<file path="src/rtl/cbf_pkg.sv">
package cbf_pkg;

  // ****************************************
  // Register map
  // ****************************************
  localparam int unsigned ADDR_W = 8;
  localparam logic [7:0] OFF_CTRL = 8'h00;
  localparam logic [7:0] OFF_FLAGS = 8'h04;
  localparam logic [7:0] OFF_STATE = 8'h08;
  localparam logic [7:0] OFF_IRQ_STAT = 8'h0C;
  localparam logic [7:0] OFF_IRQ_MASK = 8'h10;

  // ****************************************
  // Interface modes
  // ****************************************
  localparam logic [1:0] MODE_OFF = 2'h0;
  localparam logic [1:0] MODE_RX_ONLY = 2'h1;
  localparam logic [1:0] MODE_TXRX = 2'h2;
  localparam logic [1:0] MODE_RST = 2'h2;

  // ****************************************
  // Flag and state fields
  // ****************************************
  localparam int unsigned FLG_SHORT = 0;
  localparam int unsigned FLG_CLAMP = 1;
  localparam int unsigned FLG_RXD = 2;
  localparam int unsigned FLG_TXD = 3;
  localparam int unsigned FLG_CLS_LSB = 4;
  localparam int unsigned FLG_W = 7;
  localparam int unsigned EVT_W = 4;
  localparam logic [6:0] FLAGS_RST = 7'h00;
  localparam logic [3:0] IRQ_RST = 4'h0;
  localparam int unsigned ST_DRV_EN = 0;
  localparam int unsigned ST_DRV_OFF = 1;
  localparam int unsigned ST_RXD_OE = 2;
  localparam int unsigned ST_TXD = 3;
  localparam int unsigned ST_RX = 4;
  localparam int unsigned ST_REC_FAULT = 5;

  // ****************************************
  // Timing
  // ****************************************
  localparam int unsigned CLK_MHZ = 100;
  localparam int unsigned TXD_TIMEOUT_US = 300;
  localparam int unsigned TXD_TIMEOUT_CYC = TXD_TIMEOUT_US * CLK_MHZ;
  localparam int unsigned CLAMP_CYC_DEF = 1000;
  localparam logic [2:0] CONFIRM_CNT = 3'h5;

  // ****************************************
  // Types
  // ****************************************
  typedef struct packed {
    logic low_line_ground_cmp;
    logic high_line_ground_cmp;
    logic low_line_battery_cmp;
    logic high_line_battery_cmp;
    logic low_line_five_volt_cmp;
    logic high_line_five_volt_cmp;
  } cbf_cmp_s;

  typedef struct packed {
    logic txd;
    logic rx_diff;
    logic rxd_sense;
    cbf_cmp_s cmp;
  } cbf_pins_s;

  // Idle pins: transmit and receiver recessive, comparators in their no-fault recessive state
  localparam logic [8:0] PINS_RST = 9'h1B0;

  typedef enum logic [2:0] {
    FAULT_NONE = 3'h0,
    FAULT_L_GND = 3'h1,
    FAULT_H_GND = 3'h2,
    FAULT_L_BAT = 3'h3,
    FAULT_H_BAT = 3'h4,
    FAULT_L_5V = 3'h5,
    FAULT_H_5V = 3'h6
  } cbf_fault_e;

endpackage : cbf_pkg

</file>
<file path="src/rtl/cbf_sync.sv">
`timescale 1ns/1ns

module cbf_sync #(
  parameter int unsigned W = 1,
  parameter logic [W-1:0] RST = '0
) (
  input wire logic mclk,
  input wire logic rst_n,
  input wire logic [W-1:0] d,
  output logic [W-1:0] q
);

  logic [W-1:0] meta_r;

  generate
    if (W < 1) begin : g_bad_w
      $error("cbf_sync width must be at least one");
    end
  endgenerate

  // ****************************************
  // Two-stage synchroniser
  // ****************************************
  always_ff @(posedge mclk or negedge rst_n) begin
    if (!rst_n) begin
      meta_r <= RST;
      q <= RST;
    end else begin
      meta_r <= d;
      q <= meta_r;
    end
  end

endmodule : cbf_sync

</file>
<file path="src/rtl/cbf_short_mon.sv">
`timescale 1ns/1ns

module cbf_short_mon (
  input wire logic mclk,
  input wire logic rst_n,
  input wire logic drv_dom,
  input wire cbf_pkg::cbf_cmp_s cmp,
  output logic rec_fault,
  output logic confirm,
  output cbf_pkg::cbf_fault_e fault_cls
);

  cbf_pkg::cbf_cmp_s rec_smp_r;
  cbf_pkg::cbf_cmp_s dom_smp_r;
  cbf_pkg::cbf_fault_e cls_now;
  logic dom_d_r;
  logic have_rec_r;
  logic cycle_done;
  logic [2:0] cnt_r;

  // ****************************************
  // Classification
  // ****************************************
  function automatic cbf_pkg::cbf_fault_e classify(input cbf_pkg::cbf_cmp_s r, input cbf_pkg::cbf_cmp_s d);
    cbf_pkg::cbf_fault_e f;
    f = cbf_pkg::FAULT_NONE;
    if (!r.low_line_ground_cmp && !r.high_line_ground_cmp) begin
      f = d.high_line_ground_cmp ? cbf_pkg::FAULT_L_GND : cbf_pkg::FAULT_H_GND; // [RULE_14]
    end else if (r.low_line_battery_cmp && r.high_line_battery_cmp) begin
      if (d.low_line_battery_cmp) f = cbf_pkg::FAULT_L_BAT; // [RULE_15]
      else if (d.high_line_battery_cmp) f = cbf_pkg::FAULT_H_BAT;
    end else if (r.low_line_five_volt_cmp && r.high_line_five_volt_cmp) begin
      if (d.low_line_five_volt_cmp) f = cbf_pkg::FAULT_L_5V; // [RULE_16]
      else if (d.high_line_five_volt_cmp) f = cbf_pkg::FAULT_H_5V;
    end
    return f;
  endfunction : classify

  // Line identity needs the dominant sample; recessive alone only says a short exists
  assign cls_now = classify(rec_smp_r, dom_smp_r); // [RULE_02]
  assign cycle_done = dom_d_r && !drv_dom && have_rec_r; // [RULE_01]

  // ****************************************
  // Sampling per driver phase
  // ****************************************
  always_ff @(posedge mclk or negedge rst_n) begin
    if (!rst_n) begin
      dom_d_r <= 1'b0;
      have_rec_r <= 1'b0;
      rec_smp_r <= '0;
      dom_smp_r <= '0;
      rec_fault <= 1'b0;
    end else begin
      dom_d_r <= drv_dom;
      if (!drv_dom) begin
        rec_smp_r <= cmp;
        have_rec_r <= 1'b1;
        rec_fault <= (!cmp.low_line_ground_cmp && !cmp.high_line_ground_cmp)
          || (cmp.low_line_battery_cmp && cmp.high_line_battery_cmp)
          || (cmp.low_line_five_volt_cmp && cmp.high_line_five_volt_cmp); // [RULE_02]
      end else begin
        dom_smp_r <= cmp;
      end
    end
  end

  // ****************************************
  // Five-cycle confirmation
  // ****************************************
  always_ff @(posedge mclk or negedge rst_n) begin
    if (!rst_n) begin
      cnt_r <= 3'h0;
      fault_cls <= cbf_pkg::FAULT_NONE;
      confirm <= 1'b0;
    end else begin
      confirm <= 1'b0;
      if (cycle_done) begin
        fault_cls <= cls_now;
        if (cls_now == cbf_pkg::FAULT_NONE) begin
          cnt_r <= 3'h0; // [RULE_17]
        end else if (cls_now == fault_cls && cnt_r != 3'h0) begin
          if (cnt_r != cbf_pkg::CONFIRM_CNT) begin
            cnt_r <= cnt_r + 3'h1;
          end
          confirm <= (cnt_r == cbf_pkg::CONFIRM_CNT - 3'h1); // [RULE_01]
        end else begin
          cnt_r <= 3'h1; // [RULE_17]
        end
      end
    end
  end

endmodule : cbf_short_mon

</file>
<file path="src/rtl/cbf_top.sv">
// Added by the designer: register access over APB and the placing of the registers.
`timescale 1ns/1ns

//Contract
//[RULE_01] Report a bus short only after five agreeing recessive-dominant cycles.
//[RULE_02] Recessive samples detect a short; dominant samples identify the shorted line.
//[RULE_03] Bus dominant longer than the clamp time sets a readable bus failure flag.
//[RULE_04] At each receiver low-to-high edge, sample RXD; high means stuck recessive.
//[RULE_05] Stuck RXD sets its flag, forces receive-only mode, disables the RXD driver.
//[RULE_06] The stuck-RXD flag is its own status bit, apart from other failure bits.
//[RULE_07] Stuck-RXD condition recovers internally when TXD is sampled low.
//[RULE_08] The C variant omits stuck-RXD detection and its flag.
//[RULE_09] TXD low past timeout disables driver, releases bus, sets TXD-dominant flag.
//[RULE_10] Driver returns on Normal mode command or receiver falling with TXD recessive.
//[RULE_11] TXD shorted to RXD is released by the timeout and recovers likewise.
//[RULE_12] Driver stays off until pin failures vanish and flags are cleared by reading.
//[RULE_13] Host rewrites transmit/receive mode to re-enable the driver.
//[RULE_14] Ground comparators classify low-line and high-line shorts to ground.
//[RULE_15] Battery comparators classify low-line and high-line shorts to battery.
//[RULE_16] Five-volt comparators classify low-line and high-line shorts to five volts.
//[RULE_17] Confirmation count restarts when a cycle gives another or no classification.
//[RULE_18] Transmit timeout and clamp time are synthesis-time cycle counts.
module cbf_top #(
  parameter int unsigned C_VARIANT = 0,
  parameter int unsigned TXD_TO_CYC = cbf_pkg::TXD_TIMEOUT_CYC,
  parameter int unsigned CLAMP_CYC = cbf_pkg::CLAMP_CYC_DEF
) (
  input wire logic mclk,
  input wire logic rstn,
  input wire logic psel,
  input wire logic penable,
  input wire logic pwrite,
  input wire logic [cbf_pkg::ADDR_W-1:0] paddr,
  input wire logic [31:0] pwdata,
  output logic pready,
  output logic [31:0] prdata,
  output logic pslverr,
  input wire logic txd_pin,
  input wire logic rx_diff_pin,
  input wire logic rxd_sense_pin,
  input wire cbf_pkg::cbf_cmp_s cmp_pin,
  output logic drv_en,
  output logic drv_dominant,
  output logic rxd_out,
  output logic rxd_oe,
  output logic irq
);

  localparam int unsigned TW = $clog2(TXD_TO_CYC + 1);
  localparam int unsigned CW = $clog2(CLAMP_CYC + 1);
  localparam logic [TW-1:0] TXD_LAST = TW'(TXD_TO_CYC - 1); // [RULE_18]
  localparam logic [CW-1:0] CLAMP_LAST = CW'(CLAMP_CYC - 1); // [RULE_18]
  localparam logic DET_EN = (C_VARIANT == 0); // [RULE_08]

  generate
    if (C_VARIANT > 1 || TXD_TO_CYC < 2 || CLAMP_CYC < 2) begin : g_bad_param
      $error("cbf_top parameters out of range");
    end
  endgenerate

  logic rst_ff1_r;
  logic rst_n;
  cbf_pkg::cbf_pins_s pins_s;
  logic txd_s;
  logic rx_s;
  logic rsense_s;
  logic rx_d_r;
  logic rx_rise;
  logic rx_fall;
  logic [TW-1:0] txd_cnt_r;
  logic [CW-1:0] clamp_cnt_r;
  logic txd_evt;
  logic clamp_evt;
  logic stuck_evt;
  logic stuck_r;
  logic drv_off_r;
  logic drv_en_r;
  logic drv_en_nxt;
  logic drv_dom_r;
  logic recover_req;
  logic [1:0] mode_r;
  logic [cbf_pkg::FLG_W-1:0] flags_r;
  logic [cbf_pkg::FLG_W-1:0] flags_nxt;
  logic [cbf_pkg::FLG_W-1:0] rd_snap_r;
  logic [cbf_pkg::EVT_W-1:0] evt;
  logic [cbf_pkg::EVT_W-1:0] irq_stat_r;
  logic [cbf_pkg::EVT_W-1:0] irq_mask_r;
  logic rec_fault;
  logic short_cfm;
  cbf_pkg::cbf_fault_e fault_cls;
  logic setup;
  logic access;
  logic wr_ctrl;
  logic wr_stat;
  logic wr_mask;
  logic rd_flags;
  logic mode_wr_txrx;
  logic [31:0] rd_mux;
  logic rd_err;
  logic [31:0] prdata_r;
  logic pslverr_r;
  logic rxd_out_r;

  // ****************************************
  // Reset release and pin synchronisers
  // ****************************************
  always_ff @(posedge mclk or negedge rstn) begin
    if (!rstn) begin
      rst_ff1_r <= 1'b0;
      rst_n <= 1'b0;
    end else begin
      rst_ff1_r <= 1'b1;
      rst_n <= rst_ff1_r;
    end
  end

  cbf_sync #(
    .W($bits(cbf_pkg::cbf_pins_s)),
    .RST(cbf_pkg::PINS_RST)
  ) u_sync (
    .mclk(mclk),
    .rst_n(rst_n),
    .d({txd_pin, rx_diff_pin, rxd_sense_pin, cmp_pin}),
    .q(pins_s)
  );

  assign txd_s = pins_s.txd;
  assign rx_s = pins_s.rx_diff;
  assign rsense_s = pins_s.rxd_sense;
  assign rx_rise = rx_s && !rx_d_r;
  assign rx_fall = !rx_s && rx_d_r;

  // ****************************************
  // Bus short supervision
  // ****************************************
  cbf_short_mon u_short (
    .mclk(mclk),
    .rst_n(rst_n),
    .drv_dom(drv_dom_r),
    .cmp(pins_s.cmp),
    .rec_fault(rec_fault),
    .confirm(short_cfm),
    .fault_cls(fault_cls)
  );

  // ****************************************
  // Timeouts
  // ****************************************
  assign txd_evt = !txd_s && drv_en_r && (txd_cnt_r == TXD_LAST); // [RULE_09]
  assign clamp_evt = !rx_s && (clamp_cnt_r == CLAMP_LAST); // [RULE_03]

  always_ff @(posedge mclk or negedge rst_n) begin
    if (!rst_n) begin
      txd_cnt_r <= '0;
    end else if (txd_s || !drv_en_r) begin
      txd_cnt_r <= '0;
    end else if (txd_cnt_r != TW'(TXD_TO_CYC)) begin
      txd_cnt_r <= txd_cnt_r + TW'(1); // [RULE_09]
    end
  end

  // Saturates so one long clamp gives a single event, not one per wrap
  always_ff @(posedge mclk or negedge rst_n) begin
    if (!rst_n) begin
      clamp_cnt_r <= '0;
    end else if (rx_s) begin
      clamp_cnt_r <= '0;
    end else if (clamp_cnt_r != CW'(CLAMP_CYC)) begin
      clamp_cnt_r <= clamp_cnt_r + CW'(1); // [RULE_03]
    end
  end

  // ****************************************
  // Receive output supervision
  // ****************************************
  // Both pins go through the same synchroniser, so the sensed RXD lags as little as the receiver
  assign stuck_evt = DET_EN && rx_rise && rsense_s && !stuck_r; // [RULE_04]

  always_ff @(posedge mclk or negedge rst_n) begin
    if (!rst_n) begin
      stuck_r <= 1'b0;
      rx_d_r <= 1'b1;
      rxd_out_r <= 1'b1;
    end else begin
      rx_d_r <= rx_s;
      rxd_out_r <= rx_s;
      if (stuck_evt) begin
        stuck_r <= 1'b1; // [RULE_05]
      end else if (!txd_s) begin
        stuck_r <= 1'b0; // [RULE_07]
      end
    end
  end

  assign rxd_out = rxd_out_r;
  assign rxd_oe = !stuck_r; // [RULE_05]

  // ****************************************
  // Bus driver control
  // ****************************************
  // Either recovery path still waits for idle TXD and read-cleared pin flags
  assign recover_req = mode_wr_txrx || (rx_fall && txd_s); // [RULE_10] [RULE_11] [RULE_13]

  always_ff @(posedge mclk or negedge rst_n) begin
    if (!rst_n) begin
      drv_off_r <= 1'b0;
    end else if (txd_evt || stuck_evt) begin
      drv_off_r <= 1'b1; // [RULE_09] [RULE_05]
    end else if (recover_req && txd_s && !stuck_r && !flags_r[cbf_pkg::FLG_TXD] && !flags_r[cbf_pkg::FLG_RXD]) begin
      drv_off_r <= 1'b0; // [RULE_12]
    end
  end

  // Enabling waits for recessive TXD so the bus is never grabbed mid-dominant
  assign drv_en_nxt = (mode_r == cbf_pkg::MODE_TXRX) && !drv_off_r && !txd_evt && !stuck_evt && (drv_en_r || txd_s);

  always_ff @(posedge mclk or negedge rst_n) begin
    if (!rst_n) begin
      drv_en_r <= 1'b0;
      drv_dom_r <= 1'b0;
    end else begin
      drv_en_r <= drv_en_nxt;
      drv_dom_r <= drv_en_nxt && !txd_s; // [RULE_09]
    end
  end

  assign drv_en = drv_en_r;
  assign drv_dominant = drv_dom_r;

  // ****************************************
  // APB slave
  // ****************************************
  assign setup = psel && !penable;
  assign access = psel && penable;
  assign pready = access;
  assign wr_ctrl = access && pwrite && (paddr == cbf_pkg::OFF_CTRL);
  assign wr_stat = access && pwrite && (paddr == cbf_pkg::OFF_IRQ_STAT);
  assign wr_mask = access && pwrite && (paddr == cbf_pkg::OFF_IRQ_MASK);
  assign rd_flags = access && !pwrite && (paddr == cbf_pkg::OFF_FLAGS);
  assign mode_wr_txrx = wr_ctrl && (pwdata[1:0] == cbf_pkg::MODE_TXRX);

  always_comb begin
    rd_mux = 32'h0000_0000;
    rd_err = 1'b0;
    unique case (paddr)
      cbf_pkg::OFF_CTRL: rd_mux[1:0] = mode_r;
      cbf_pkg::OFF_FLAGS: rd_mux[cbf_pkg::FLG_W-1:0] = flags_r;
      cbf_pkg::OFF_STATE: begin
        rd_mux[cbf_pkg::ST_DRV_EN] = drv_en_r;
        rd_mux[cbf_pkg::ST_DRV_OFF] = drv_off_r;
        rd_mux[cbf_pkg::ST_RXD_OE] = !stuck_r;
        rd_mux[cbf_pkg::ST_TXD] = txd_s;
        rd_mux[cbf_pkg::ST_RX] = rx_s;
        rd_mux[cbf_pkg::ST_REC_FAULT] = rec_fault;
      end
      cbf_pkg::OFF_IRQ_STAT: rd_mux[cbf_pkg::EVT_W-1:0] = irq_stat_r;
      cbf_pkg::OFF_IRQ_MASK: rd_mux[cbf_pkg::EVT_W-1:0] = irq_mask_r;
      default: rd_err = 1'b1;
    endcase
  end

  // Read data is captured in setup so it comes from a flop; the clear later removes only what was shown
  always_ff @(posedge mclk or negedge rst_n) begin
    if (!rst_n) begin
      prdata_r <= 32'h0000_0000;
      pslverr_r <= 1'b0;
      rd_snap_r <= '0;
    end else if (setup) begin
      prdata_r <= pwrite ? 32'h0000_0000 : rd_mux;
      pslverr_r <= rd_err;
      rd_snap_r <= flags_r;
    end
  end

  assign prdata = prdata_r;
  assign pslverr = pslverr_r && access;

  // ****************************************
  // Mode and failure flags
  // ****************************************
  always_ff @(posedge mclk or negedge rst_n) begin
    if (!rst_n) begin
      mode_r <= cbf_pkg::MODE_RST;
    end else if (stuck_evt) begin
      mode_r <= cbf_pkg::MODE_RX_ONLY; // [RULE_05]
    end else if (wr_ctrl) begin
      mode_r <= pwdata[1:0]; // [RULE_13]
    end
  end

  assign evt[cbf_pkg::FLG_SHORT] = short_cfm; // [RULE_01]
  assign evt[cbf_pkg::FLG_CLAMP] = clamp_evt; // [RULE_03]
  assign evt[cbf_pkg::FLG_RXD] = stuck_evt; // [RULE_06]
  assign evt[cbf_pkg::FLG_TXD] = txd_evt; // [RULE_09]

  always_comb begin
    flags_nxt = rd_flags ? (flags_r & ~rd_snap_r) : flags_r; // [RULE_12]
    flags_nxt[cbf_pkg::EVT_W-1:0] = flags_nxt[cbf_pkg::EVT_W-1:0] | evt;
    if (short_cfm) begin
      flags_nxt[cbf_pkg::FLG_CLS_LSB +: 3] = fault_cls; // [RULE_02]
    end
  end

  always_ff @(posedge mclk or negedge rst_n) begin
    if (!rst_n) begin
      flags_r <= cbf_pkg::FLAGS_RST;
    end else begin
      flags_r <= flags_nxt;
    end
  end

  // ****************************************
  // Interrupts
  // ****************************************
  always_ff @(posedge mclk or negedge rst_n) begin
    if (!rst_n) begin
      irq_stat_r <= cbf_pkg::IRQ_RST;
    end else begin
      irq_stat_r <= (irq_stat_r & ~(wr_stat ? pwdata[cbf_pkg::EVT_W-1:0] : cbf_pkg::IRQ_RST)) | evt;
    end
  end

  always_ff @(posedge mclk or negedge rst_n) begin
    if (!rst_n) begin
      irq_mask_r <= cbf_pkg::IRQ_RST;
    end else if (wr_mask) begin
      irq_mask_r <= pwdata[cbf_pkg::EVT_W-1:0];
    end
  end

  assign irq = |(irq_stat_r & irq_mask_r);

  // ****************************************
  // Assertions
  // ****************************************
  a_txd_release: // [RULE_09]
    assert property (@(posedge mclk) disable iff (!rst_n) txd_evt |=> drv_off_r && !drv_en_r && !drv_dom_r
      && flags_r[cbf_pkg::FLG_TXD]) else $error("transmit timeout did not release the bus");

  a_drv_held_off: // [RULE_12]
    assert property (@(posedge mclk) disable iff (!rst_n) drv_off_r |=> !drv_en_r)
      else $error("driver enabled while blocked");

  a_reenable_cond: // [RULE_10]
    assert property (@(posedge mclk) disable iff (!rst_n) $fell(drv_off_r) |-> $past(txd_s)
      && !$past(flags_r[cbf_pkg::FLG_TXD]) && !$past(flags_r[cbf_pkg::FLG_RXD]) && $past(recover_req))
      else $error("driver unblocked without recovery condition");

  a_clamp_flag: // [RULE_03]
    assert property (@(posedge mclk) disable iff (!rst_n) clamp_evt |=> flags_r[cbf_pkg::FLG_CLAMP]
      && irq_stat_r[cbf_pkg::FLG_CLAMP]) else $error("clamp flag not set");

  a_stuck_cause: // [RULE_04]
    assert property (@(posedge mclk) disable iff (!rst_n) $rose(stuck_r) |-> $past(rx_rise) && $past(rsense_s))
      else $error("stuck receive output without cause");

  a_rx_only: // [RULE_05]
    assert property (@(posedge mclk) disable iff (!rst_n) stuck_evt |=> mode_r == cbf_pkg::MODE_RX_ONLY
      && !rxd_oe && flags_r[cbf_pkg::FLG_RXD] && !drv_en_r) else $error("stuck receive output not handled");

  a_stuck_recover: // [RULE_07]
    assert property (@(posedge mclk) disable iff (!rst_n) stuck_r && !txd_s |=> !stuck_r)
      else $error("stuck receive output did not recover");

  a_variant_off: // [RULE_08]
    assert property (@(posedge mclk) disable iff (!rst_n) (C_VARIANT != 0) |-> !stuck_r && !flags_r[cbf_pkg::FLG_RXD])
      else $error("variant detection present");

  a_short_report: // [RULE_01]
    assert property (@(posedge mclk) disable iff (!rst_n) short_cfm |=> flags_r[cbf_pkg::FLG_SHORT]
      && flags_r[cbf_pkg::FLG_CLS_LSB +: 3] == $past(fault_cls)) else $error("short not reported");

  a_flag_sticky: // [RULE_06]
    assert property (@(posedge mclk) disable iff (!rst_n) flags_r[cbf_pkg::FLG_RXD] && !rd_flags
      |=> flags_r[cbf_pkg::FLG_RXD]) else $error("receive flag lost without a read");

endmodule : cbf_top

</file>
<file path="config.mk">
export PLATFORM = sky130hd
export DESIGN_NAME = cbf_top
export DESIGN_NICKNAME = d
export VERILOG_FILES = /design/src/rtl/cbf_pkg.sv /design/src/rtl/cbf_sync.sv /design/src/rtl/cbf_short_mon.sv /design/src/rtl/cbf_top.sv
export SDC_FILE = /design/constraint.sdc
export NUM_CORES = 1
export LEC_CHECK = 0
export ABC_CLOCK_PERIOD_IN_PS = 7650
export BUFFER_PORTS_ARGS = -buffer_cell sky130_fd_sc_hd__buf_4
export CAP_MARGIN = 20
export CORE_MARGIN = 2
export CORE_UTILIZATION = 50
export DETAILED_ROUTE_END_ITERATION = 6
export GPL_TIMING_DRIVEN = 0
export PLACE_DENSITY = 0.84
export SLEW_MARGIN = 5
export SYNTH_ARGS = -nofsm -noshare
export SYNTH_HDL_FRONTEND = slang
export SYNTH_SLANG_ARGS = --single-unit
</file>
<file path="constraint.sdc">
create_clock -name mclk -period 7.65 [get_ports mclk]
set_input_delay 0.765 -clock mclk [delete_from_list [all_inputs] [get_ports mclk]]
set_output_delay 0.765 -clock mclk [all_outputs]
set_load 0.02 [all_outputs]
</file>
# After elaboration in Yosys (flattened, before gate mapping)
# Index checks and enable logic that the tools add are counted.
# totals
output_inout_bits	39
ff_bits	128
word_cells	164
# op_classes
addsub	3
n_mux	33
n_eq_ne	15
n_bitwise	7
reduce_logical	70
# op_table
op	n
$logic_and A1 B1 Y1	36
$mux W3	11
$mux W15	2
$mux W10	2
$logic_not A1 Y1	17
$eq A8 B4 Y1 const B	2
$add A15 B1 Y15 const B	1
$eq A15 B15 Y1 const B	1
$ne A15 B15 Y1 const B	1
$mux W7	2
$add A10 B1 Y10 const B	1
$eq A10 B10 Y1 const B	1
$ne A10 B10 Y1 const B	1
$pmux W2 S5	1
$reduce_bool A2 Y1	5
$mux W1	9
$and A4 B4 Y4	2
$eq A8 B3 Y1 const B	1
$eq A8 B5 Y1 const B	1
$logic_not A8 Y1	1
$or A4 B4 Y4	2
$pmux W2 S4	1
$and A7 B7 Y7	1
$not A7 Y7	1
17 further kinds	25

# Longest topological paths before layout
# Gate-level depths: netlist (run 1).
# logic_depth
ltp_word	11
depth_mapped	7

# By module
# From an unflattened synthesis (run 1), not the netlist that was laid out.
# unflattened
cells_unflattened	442
area_unflattened_um2	4906.0
# by_module_without_submodules
module	seq_area_each_um2	n_inst	cells_per_inst	area_each_um2
cbf_top	1604.0	1	331	3395.8
cbf_short_mon	525.5	1	93	1049.8
cbf_sync	460.4	1	18	460.4

# Worst setup path after synthesis (run 1)
# OpenSTA, ideal clock, no wires.
# synth_path
path_type	input-to-reg
start	input port paddr[4] (netlist bit)
end	register flags_r[4] (netlist bit)
arrival_time_ns	2.021
path_buffers	1
setup_slack_ns	5.504
cell_stages	7
t_required_ns	7.525
cell_sequence	buf_2 > inv_2 > nand4_1 > or3_1 > nor2_2 > a21boi_1 > mux2_2
# synth_via
elab_chain_cells	3
# synth_rtl
item	line	rtl
from (decl)	cbf_top.sv:33	input wire logic [cbf_pkg::ADDR_W-1:0] paddr,
$eq A8 B3 Y1	cbf_top.sv:239	assign rd_flags = access && !pwrite && (paddr == cbf_pkg::OFF_FLAGS);
$logic_and A1 B1 Y1	cbf_top.sv:239	
$reduce_bool A2 Y1 (no line)	--	
to (signal assigned)	cbf_top.sv:306	flags_r <= cbf_pkg::FLAGS_RST;
to (signal assigned)	cbf_top.sv:308	flags_r <= flags_nxt;
to (decl)	cbf_top.sv:82	logic [cbf_pkg::FLG_W-1:0] flags_r;
# Every way passes these cells.
# A chain may end at the register's enable or synchronous reset.

# Worst setup path after layout (run 1)
# Same ends and word-level chain as after synthesis.

==> results of run 1 <==
routing by layer:
layer	vias up	part of all wire, %	GRT usage [%]
li1	1640	-	-
met2	79	51	32.6
met4	0	1.4	5.54
met3	11	5.1	4.51
met1	1646	43	22.7
met5	-	0	0
state kept, by name, indices dropped and copies added, names as in the netlist, 2 cells and up:
signal	flops
rd_snap_r	7
flags_r	7
irq_mask_r	4
u_short.dom_smp_r	5
clamp_cnt_r	10
u_short.rec_smp_r	6
prdata	7
u_sync.meta_r	9
irq_stat_r	4
mode_r	2
u_short.cnt_r	3
u_sync.q	9
u_short.fault_cls	3
txd_cnt_r	15
through the flow:
step | util, % | hold slack (ns) | std cells
floorplan | - | 0.331 | 471
global placement | 57.5 | 0.335 | 639
detailed placement | 57.8 | 0.335 | 640
CTS | 60.1 | 0.139 | 656
global route | 60.2 | 0.122 | 657
finish | 60.2 | 0.151 | 657
cell type report:
| cell class | count | area share [%] |
|---|---|---|
| multi-input cells | 317 | 35.9 |
| clock inverters | 7 | 1.57 |
| clock buffers | 9 | 2.22 |
| plain buffers | 37 | 4.26 |
| flip-flops and latches | 103 | 46.4 |
| well taps | 129 | 2.89 |
| inverters | 14 | 0.941 |
| repair buffers | 41 | 5.82 |
synthesized netlist by cell type (6+ instances only):
master | number | area share (%)
buf_4 | 25 | 3.9
a21o_1 | 10 | 1.6
a21oi_1 | 8 | 0.84
nand3_1 | 17 | 1.8
dfstp_2 | 10 | 5.5
mux2i_1 | 7 | 1.5
mux2_2 | 24 | 5.6
inv_1 | 13 | 1.0
nor2_1 | 44 | 3.4
dfrtp_1 | 93 | 49
o21ai_0 | 20 | 2.1
clkbuf_1 | 8 | 0.63
nand2_1 | 48 | 3.8
ha_1 | 7 | 1.8
xor2_1 | 11 | 2.0
nor3_1 | 7 | 0.73
xnor2_1 | 10 | 1.8
nand2b_1 | 6 | 0.78
path summary, 6_finish.rpt:
kind                                            start  slack, ns                          to  cells past startpoint
max                                          paddr[4]       5.49      flags_r[4]$_DFFE_PN0P_                      8
min reg2reg                           rst_n$_DFF_PN0_       0.36  u_sync.meta_r[1]$_DFF_PN0_                      0
min in group mclk          u_sync.meta_r[1]$_DFF_PN0_       0.36       u_sync.q[1]$_DFF_PN0_                      0
min                                              rstn       0.15             rst_n$_DFF_PN0_                      1
max in group asynchronous             rst_n$_DFF_PN0_       6.56  u_sync.meta_r[8]$_DFF_PN1_                      1
max reg2reg                  txd_cnt_r[7]$_DFFE_PN0P_       5.56      drv_dominant$_DFF_PN0_                      5
layout by cell type (no fill, tap or decap), types with 3 or more instances in the layout:
master / count
or3_1: 4
and3_1: 5
mux2i_1: 7
nand2b_1: 6
dfstp_2: 10
o21ai_0: 20
nand2_1: 48
o31ai_1: 3
nand3_1: 17
xor2_1: 11
xnor2_1: 10
or4_1: 3
conb_1: 26
clkbuf_8: 9
buf_2: 4
clkbuf_1: 8
inv_1: 13
dfrtp_1: 92
nand4_1: 4
nor2_1: 44
a21oi_1: 8
a21o_1: 10
mux2_2: 24
a21boi_1: 3
nor3_1: 7
a22oi_1: 5
nor4b_1: 3
buf_4: 64
ha_1: 7
a31oi_1: 3
cell families after synthesis:
group,share of synthesized area (%)
DFF,54.0
buffers and inverters,6.05
xor gates and xnor gates,3.84
and+or+nand+nor,17.3
other,0.157
AOI/OAI and AO/OA,9.68
muxes,7.10
adders and majority gates,1.83
report_power, final:
part | internal, mW | switching (mW)
clock network | 0.159 | 0.206
logic | 0.0322 | 0.0397
registers | 0.557 | 0.0132
==> results.cfg, run 1 <==
[floorplanning]
floorplan.initialDensity_pct = 51.6
die_area_mm2 = 0.0104
rows = 35
die_height_um = 102
die-width_um = 102
core_area_mm2 = 0.00928
design.portCount = 93

[global_routing]
antenna_found_initial = 0
grt_max_degree = 53
track_usage_pct = 18.5
first_global_vias = 3364
grt-ovfl-total = 0
grt_first_pass_wirelength_um = 15200

[clock_tree]
post_cts_hold_buffer_count = 0
cts_root_buf = clkbuf_8
worst_setup_hold_path_clk_slew_ns = 0.10
clockBufferDepth = 2
htree_num_levels = 3
post_cts_resize_count = 0
cts_setup_buffers = 0
clock_tree_from_tritoncts = yes
worstSkewPairLatency_ns = 0.38
cts.sinks = 103
cts_buffers = 9

[timing]
fmax_ghz = 0.463
max-slew-margin-rel_pct = 54.9
finalHoldViolations = 0
worst_slack_ns = 5.49
drv_slew = 0
grt_setup_unrepaired = no
setup_viol = 0
final.setup.tns_ns = 0
worst-slew-pin-transition_ns = 0.668
final_period_util_pct = 28.2
clock-skew-final_ns = 0.0119
time_the_worst_path_needs_with_i_o_delays_and_setup_ns = 2.16

[placed_design]
place_ws_ns = 5.13
dp_hpwl_um = 6800
portBuffers = 39
gpl.final_weighted_congestion = 0.899
postPlaceCellArea_mm2 = 0.00537

[flow_run]
max_cap_viol_count = 0

[logic_synthesis]
yosys_reg_bits = 103
synth_edf_count = 0
async_reset_ff_share_pct = 100
syn_area_per_cell_um2 = 10.7
synth-main-ff-cell = dfrtp_1
synth_cells = 447
synth.lib_cells_used.distinct = 60
synth.yosys.warnings = 0
netlist_area_mm2 = 0.00479
synth-seq-area-share_pct = 54.0

[detailed_routing]
drt-pass1-iter-count = 5
post_drt_wl_per_cell_um = 14.1
routed_via_density = 5.14
via_count = 3376
detail_route.wirelength_um = 9250
drtIter0Drc = 133
ant_nets = 0
remaining_drc_errors = 0

[critical_path]
cp_top_family = simple AND/OR/NAND/NOR gates
crit_required_ns = 7.92
slowest_delay_ns = 0.42
sum_of_buffers_and_inverters_on_the_critical_path = 3
crit_path_top_delay_cell = or3_1
worstSetupStartpointType = input pin
worst_setup_path_class = in -> reg
cp.arrival_ns = 2.43
cp_max_fo = 10
element_type_at_the_critical_path_end = register
crit_chain = buf_4 > buf_2 > inv_2 > nand4_1 > or3_1 > nor2_2 > a21boi_1 > mux2_2

[cells_and_area]
design.final.nets = 584
final_area_mm2 = 0.00559
syn_to_final_growth_pct = 16.5
final-seq-area_mm2 = 0.00259
n_fill_cell = 770
antennaDiodeCount = 0
multi_input_comb_area_mm2 = 0.00200
share_of_layout_cells_above_drive_strength_1_pct = 25.9

[hold_path]
timing.hold.worst.class = in -> async

[power_and_ir_drop]
power_density_mw_per_mm2 = 180
cellLeakagePower_nw = 2.56
irDropWorstVdd_mv = 0.0858
totalPowerFinal_mw = 1.01

[outcome]
outcome = finished, final reports clean
No activity file was read; power rests on OpenSTA's default activity.
==> run 2: changes to the inputs <==
--- a/config.mk
+++ b/config.mk
@@ -5,14 +5,15 @@
 export SDC_FILE = /design/constraint.sdc
 export NUM_CORES = 1
 export LEC_CHECK = 0
-export ABC_CLOCK_PERIOD_IN_PS = 7650
+export ABC_AREA = 1
+export ABC_CLOCK_PERIOD_IN_PS = 1900
 export BUFFER_PORTS_ARGS = -buffer_cell sky130_fd_sc_hd__buf_4
 export CAP_MARGIN = 20
 export CORE_MARGIN = 2
 export CORE_UTILIZATION = 50
 export DETAILED_ROUTE_END_ITERATION = 6
 export GPL_TIMING_DRIVEN = 0
-export PLACE_DENSITY = 0.84
+export PLACE_DENSITY = 0.87
 export SLEW_MARGIN = 5
 export SYNTH_ARGS = -nofsm -noshare
 export SYNTH_HDL_FRONTEND = slang
==> constraint.sdc (replaced) <==
create_clock -name mclk -period 1.9 [get_ports mclk]
set_input_delay 0.19 -clock mclk [delete_from_list [all_inputs] [get_ports mclk]]
set_output_delay 0.19 -clock mclk [all_outputs]
set_load 0.02 [all_outputs]
==> results.cfg, run 2 <==
[detailed_routing]
post_drt_wl_per_cell_um = 12.1
via_count = 3876
drt-pass1-iter-count = 7
ant_nets = 0
routed_via_density = 4.93
drtIter0Drc = 241
remaining_drc_errors = 0
detail_route.wirelength_um = 9560

[critical_path]
cp.arrival_ns = 1.95
worstSetupStartpointType = register
reg2reg_from = txd_cnt_r[0]$_DFFE_PN0P_
worst_setup_path_class = reg -> reg
r2r.worst_path.cells = 10
critical_register_to_register_path_endpoint = txd_cnt_r[12]$_DFFE_PN0P_
crit_required_ns = 2.18
element_type_at_the_critical_path_end = register
r2r_setup_slk_ns = 0.23
cp_max_fo = 4

[clock_tree]
cts.sinks = 103
post_cts_hold_buffer_count = 10
clock_tree_from_tritoncts = yes
clockBufferDepth = 2
worstSkewPairLatency_ns = 0.38
cts_buffers = 9
post_cts_resize_count = 0
htree_num_levels = 3
cts_setup_buffers = 0
cts_root_buf = clkbuf_8
worst_setup_hold_path_clk_slew_ns = 0.11

[power_and_ir_drop]
power_density_mw_per_mm2 = 691
irDropWorstVdd_mv = 0.343
cellLeakagePower_nw = 2.82

[timing]
worst_slack_ns = 0.228
drv_slew = 0
grt_setup_unrepaired = no
fmax_ghz = 0.598
final_period_util_pct = 88.0
timing.hold.ws_ns = 0.0207
worst-slew-pin-transition_ns = 0.649
clock-skew-final_ns = 0.0187
max-slew-margin-rel_pct = 56.7
time_the_worst_path_needs_with_i_o_delays_and_setup_ns = 1.67
setup_viol = 0
finalHoldViolations = 0

[placed_design]
place_ws_ns = 0.241
portBuffers = 39
gpl.final_weighted_congestion = 0.863
postPlaceCellArea_mm2 = 0.00548
dp_hpwl_um = 6970

[logic_synthesis]
synth-main-ff-cell = dfrtp_1
combinational_family_with_the_most_area_after_synthesis = simple AND/OR/NAND/NOR gates
synth.largest_area_cell = dfrtp_1
yosys_reg_bits = 103
synth_area_leaders = dfrtp_1 (48%), nand2_1 (8.4%), inv_1 (6.8%), dfstp_2 (5.4%), o21ai_0 (5.0%)
synth_edf_count = 0
synth.yosys.warnings = 0
synth_compound_area_share_pct = 10.5
synth_cells = 564
synth-simple-area-share_pct = 21.9
synth-xor-area-share_pct = 0.894
synth-seq-area-share_pct = 52.9
synth-adder-area-share_pct = 1.79
yosysTopAreaCellShare_pct = 47.5
synth_mux_area_share_pct = 0.460
syn_area_per_cell_um2 = 8.68
synthTopCellsByCount = nand2_1 (110), dfrtp_1 (93), inv_1 (89)
yosysMostFrequentCell = nand2_1
synth.lib_cells_used.distinct = 42
netlist_area_mm2 = 0.00490
async_reset_ff_share_pct = 100

[floorplanning]
die-width_um = 103
rows = 36
core_area_mm2 = 0.00964
die_height_um = 103
die_area_mm2 = 0.0106
floorplan.initialDensity_pct = 50.8
design.portCount = 93

[hold_path]
timing.hold.worst.class = in -> reg
min_delay_path_depth = 2
timing.hold.worst_endpoint = prdata[6]$_DFFE_PN0P_
min_from = pwrite

[cells_and_area]
final_area_mm2 = 0.00578
final_common_cell = nand2_1
antennaDiodeCount = 0
layout.cells.most_common_list = nand2_1 (110), dfrtp_1 (92), inv_1 (89)
syn_to_final_growth_pct = 17.9
largest_register_ff_count = 15
top_register = txd_cnt_r
design.final.nets = 710
share_of_layout_cells_above_drive_strength_1_pct = 19.1
reg_top3 = txd_cnt_r x15, clamp_cnt_r x10

[flow_run]
max_cap_viol_count = 0

[global_routing]
grt_max_degree = 52
antenna_found_initial = 0
track_usage_pct = 19.7
first_global_vias = 3822
grt_first_pass_wirelength_um = 16600
grt-ovfl-total = 0

[outcome]
outcome = finished, final reports clean
run 2: routing by layer:
layer,share of wire (%),GRT usage [%]
met3,3.4,3.53
met4,1.3,6.38
met1,44,24.4
met2,52,34.8
met5,0,0
run 2: worst max path at each step:
stage | startpoint | end | slack, ns | depth (start not counted)
after CTS | txd_cnt_r[0]$_DFFE_PN0P_ | txd_cnt_r[12]$_DFFE_PN0P_ | 0.22 | 10
after global placement | rst_n$_DFF_PN0_ | pslverr_r$_DFFE_PN0P_ | -0.31 | 0
after global routing | txd_cnt_r[0]$_DFFE_PN0P_ | txd_cnt_r[12]$_DFFE_PN0P_ | 0.01 | 10
after floorplan | rst_n$_DFF_PN0_ | clamp_cnt_r[0]$_DFFE_PN0P_ | 0.18 | 0
after detailed placement | txd_cnt_r[0]$_DFFE_PN0P_ | txd_cnt_r[12]$_DFFE_PN0P_ | 0.24 | 10
final | txd_cnt_r[0]$_DFFE_PN0P_ | txd_cnt_r[12]$_DFFE_PN0P_ | 0.23 | 10
run 2: cells by family after synthesis:
family          Yosys count
compound gates           94
simple gates            228
xor+xnor                  5
mux                       2
flops                   103
other cells               2
fa+ha+maj                 7
buf+inv                 123
run 2: layout make-up:
type	instances	area, um2
fill	820	3860
sequential	103	2590
multi-input combinational	362	1840
timing repair buffer	50	420
inverter	93	350
buffer	30	208
tap	133	166
clock buffer	9	124
clock inverter	7	73.8
run 2: worst max-delay path: stages (launching register included):
cell	delay, ns
dfrtp_1	0.40
ha_1	0.21
nand2_2	0.09
nor2_4	0.13
nand2_2	0.09
nor2_4	0.11
nand3_2	0.09
nor3_2	0.17
nand2_1	0.10
o21ai_1	0.14
a21oi_1	0.05
run 2: power breakdown:
| group | switching (mW) | internal, mW |
|---|---|---|
| Combinational | 0.195 | 0.140 |
| Clock | 0.823 | 0.517 |
| Sequential | 0.0556 | 2.26 |
| Total | 1.07 | 2.92 |
run 2: per-stage QoR:
stage | util (%) | std cells | setup TNS, ns | total power [mW]
floorplan | - | 588 | 0 | 2.56
global placement | 56.5 | 760 | -27.96 | 2.66
detailed placement | 56.8 | 761 | 0 | 2.68
CTS | 59.9 | 787 | 0 | 4.03
global route | 59.9 | 787 | 0 | 4.17
finish | 59.9 | 787 | 0 | 3.99
==> run 3: changes to the inputs <==
--- a/config.mk
+++ b/config.mk
@@ -6,14 +6,14 @@
 export NUM_CORES = 1
 export LEC_CHECK = 0
 export ABC_AREA = 1
-export ABC_CLOCK_PERIOD_IN_PS = 1900
+export ABC_CLOCK_PERIOD_IN_PS = 2070
 export BUFFER_PORTS_ARGS = -buffer_cell sky130_fd_sc_hd__buf_4
 export CAP_MARGIN = 20
 export CORE_MARGIN = 2
 export CORE_UTILIZATION = 50
 export DETAILED_ROUTE_END_ITERATION = 6
 export GPL_TIMING_DRIVEN = 0
-export PLACE_DENSITY = 0.87
+export PLACE_DENSITY = 0.84
 export SLEW_MARGIN = 5
 export SYNTH_ARGS = -nofsm -noshare
 export SYNTH_HDL_FRONTEND = slang
==> constraint.sdc (replaced) <==
create_clock -name mclk -period 2.07 [get_ports mclk]
set_input_delay 0.207 -clock mclk [delete_from_list [all_inputs] [get_ports mclk]]
set_output_delay 0.207 -clock mclk [all_outputs]
set_load 0.02 [all_outputs]
==> results.cfg, run 3 (same netlist as run 2, synthesis figures left out) <==
[global_routing]
grt_first_pass_wirelength_um = 16700
grt-ovfl-total = 0
track_usage_pct = 19.9
global_route.peak_usage_layer = met2
grt_util_met1_pct = 25.1
grt_util_met3_pct = 3.59
grt_util_met2_pct = 35.4
grt_max_degree = 61
first_global_vias = 3806
antenna_found_initial = 0

[timing]
worst_slack_ns = 0.429
drv_slew = 0
grt_setup_unrepaired = no
max-slew-margin-rel_pct = 62.0
finalHoldViolations = 0
time_the_worst_path_needs_with_i_o_delays_and_setup_ns = 1.64
final.setup.tns_ns = 0
worst-slew-pin-transition_ns = 0.570
fmax_ghz = 0.610
setup_viol = 0
clock-skew-final_ns = 0.00946
final_period_util_pct = 79.3

[detailed_routing]
routed_via_density = 4.90
detail_route.wirelength_um = 9650
post_drt_wl_per_cell_um = 12.3
drt-pass1-iter-count = 6
ant_nets = 0
via_count = 3856
drtIter0Drc = 254
remaining_drc_errors = 0

[clock_tree]
worst_setup_hold_path_clk_slew_ns = 0.10
clock_tree_from_tritoncts = yes
htree_num_levels = 3
post_cts_resize_count = 0
cts_root_buf = clkbuf_8
worstSkewPairLatency_ns = 0.36
cts_buffers = 9
clockBufferDepth = 2
cts.sinks = 103

[outcome]
outcome = finished, final reports clean

[cells_and_area]
reg_top3 = txd_cnt_r x15, clamp_cnt_r x10
design.final.nets = 710
syn_to_final_growth_pct = 19.6
largest_register_ff_count = 15
share_of_layout_cells_above_drive_strength_1_pct = 19.1
layout.cells.most_common_list = nand2_1 (110), dfrtp_1 (92), inv_1 (89)
post-route-util_pct = 60.8
final_area_mm2 = 0.00586
top_register = txd_cnt_r
n_fill_cell = 837
final_common_cell = nand2_1
antennaDiodeCount = 0

[power_and_ir_drop]
internal_power_mw = 3.20
p_sw_uw = 919
cellLeakagePower_nw = 2.86
sw_frac_of_total_pct = 22.3
irDropWorstVdd_mv = 0.415
power.clock.fraction_pct = 40.8
power_density_mw_per_mm2 = 703
power.sequential.fraction_pct = 51.6
power.share.combinational_pct = 7.6
totalPowerFinal_mw = 4.11

[placed_design]
place_ws_ns = 0.434
portBuffers = 39
gpl.final_weighted_congestion = 0.847
postPlaceCellArea_mm2 = 0.00548
dp_hpwl_um = 7100

[hold_path]
timing.hold.worst.class = in -> reg

[critical_path]
crit_chain = ha_1 > nand2_2 > nor2_4 > nand2_2 > nor2_4 > nand3_2 > nor3_2 > nand2_1 > o21ai_1 > a21oi_1
cp.arrival_ns = 1.90
sum_of_buffers_and_inverters_on_the_critical_path = 0
crit_required_ns = 2.33
crit_path_top_delay_cell = dfrtp_1
worst_setup_path_class = reg -> reg
slowest_delay_ns = 0.40
worstSetupStartpointType = register
cp_max_fo = 4
element_type_at_the_critical_path_end = register
cp_top_family = simple AND/OR/NAND/NOR gates

[floorplanning]
floorplan.initialDensity_pct = 50.8
core_area_mm2 = 0.00964
die_height_um = 103
die_area_mm2 = 0.0106
design.portCount = 93
rows = 36
die-width_um = 103

[flow_run]
max_cap_viol_count = 0
-- run 3: layer usage --
metal / routed length, um / share of wire [%]
met5: 0 / 0
met4: 97 / 1.0
met3: 447 / 4.6
met2: 4910 / 51
met1: 4200 / 44
-- run 3: metrics by stage --
stage	hold slack, ns	cells
after global placement	-0.00914	760
final	0.0433	787
after CTS	0.0312	787
after global routing	0.0383	787
after detailed placement	-0.00855	761
after floorplan	-0.0886	588
-- run 3: power groups by stage --
stage,sequential [mW],combinational (mW),clock (mW)
5_1_grt,2.14,0.353,1.80
2_1_floorplan,2.17,0.184,0
6_report,2.12,0.311,1.68
3_3_place_gp,2.18,0.258,0
4_1_cts,2.13,0.312,1.71
3_5_place_dp,2.17,0.295,0
-- run 3: timing repair --
| action | CTS | global route |
|---|---|---|
| endpoints found under the hold margin | 11 | 0 |
| hold buffers | 10 | 0 |
| setup buffers | 0 | 0 |
| endpoints found under the setup margin | 0 | 0 |
-- run 3: final timing paths --
kind | from | endpoint | slack, ns | cells past startpoint
min | pwrite | prdata[6]$_DFFE_PN0P_ | 0.04 | 2
min in group asynchronous | rstn | rst_n$_DFF_PN0_ | 0.17 | 2
max reg2reg | txd_cnt_r[0]$_DFFE_PN0P_ | txd_cnt_r[12]$_DFFE_PN0P_ | 0.43 | 10
max | txd_cnt_r[0]$_DFFE_PN0P_ | txd_cnt_r[12]$_DFFE_PN0P_ | 0.43 | 10
min reg2reg | rst_n$_DFF_PN0_ | u_short.dom_d_r$_DFF_PN0_ | 0.33 | 0
max in group asynchronous | rst_n$_DFF_PN0_ | rxd_out$_DFF_PN1_ | 1.01 | 1
-- run 3: worst register-to-register path, delay by kind of cell (launching register included) --
kind / cells / cell delay (ns)
AO/OA/AOI/OAI: 2 / 0.18
adder cells (fa/ha/maj): 1 / 0.20
AND/OR/NAND/NOR: 7 / 0.77
flip-flops: 1 / 0.40
-- run 3: layout make-up --
class / count / area [um2] / share of cell area [%]
buffer: 30 / 208 / 3.55
clock buffer: 11 / 151 / 2.58
clock inverter: 5 / 128 / 2.18
inverter: 93 / 350 / 5.98
multi-input combinational: 362 / 1840 / 31.4
sequential: 103 / 2590 / 44.3
tap: 133 / 166 / 2.84
timing repair buffer: 50 / 420 / 7.18
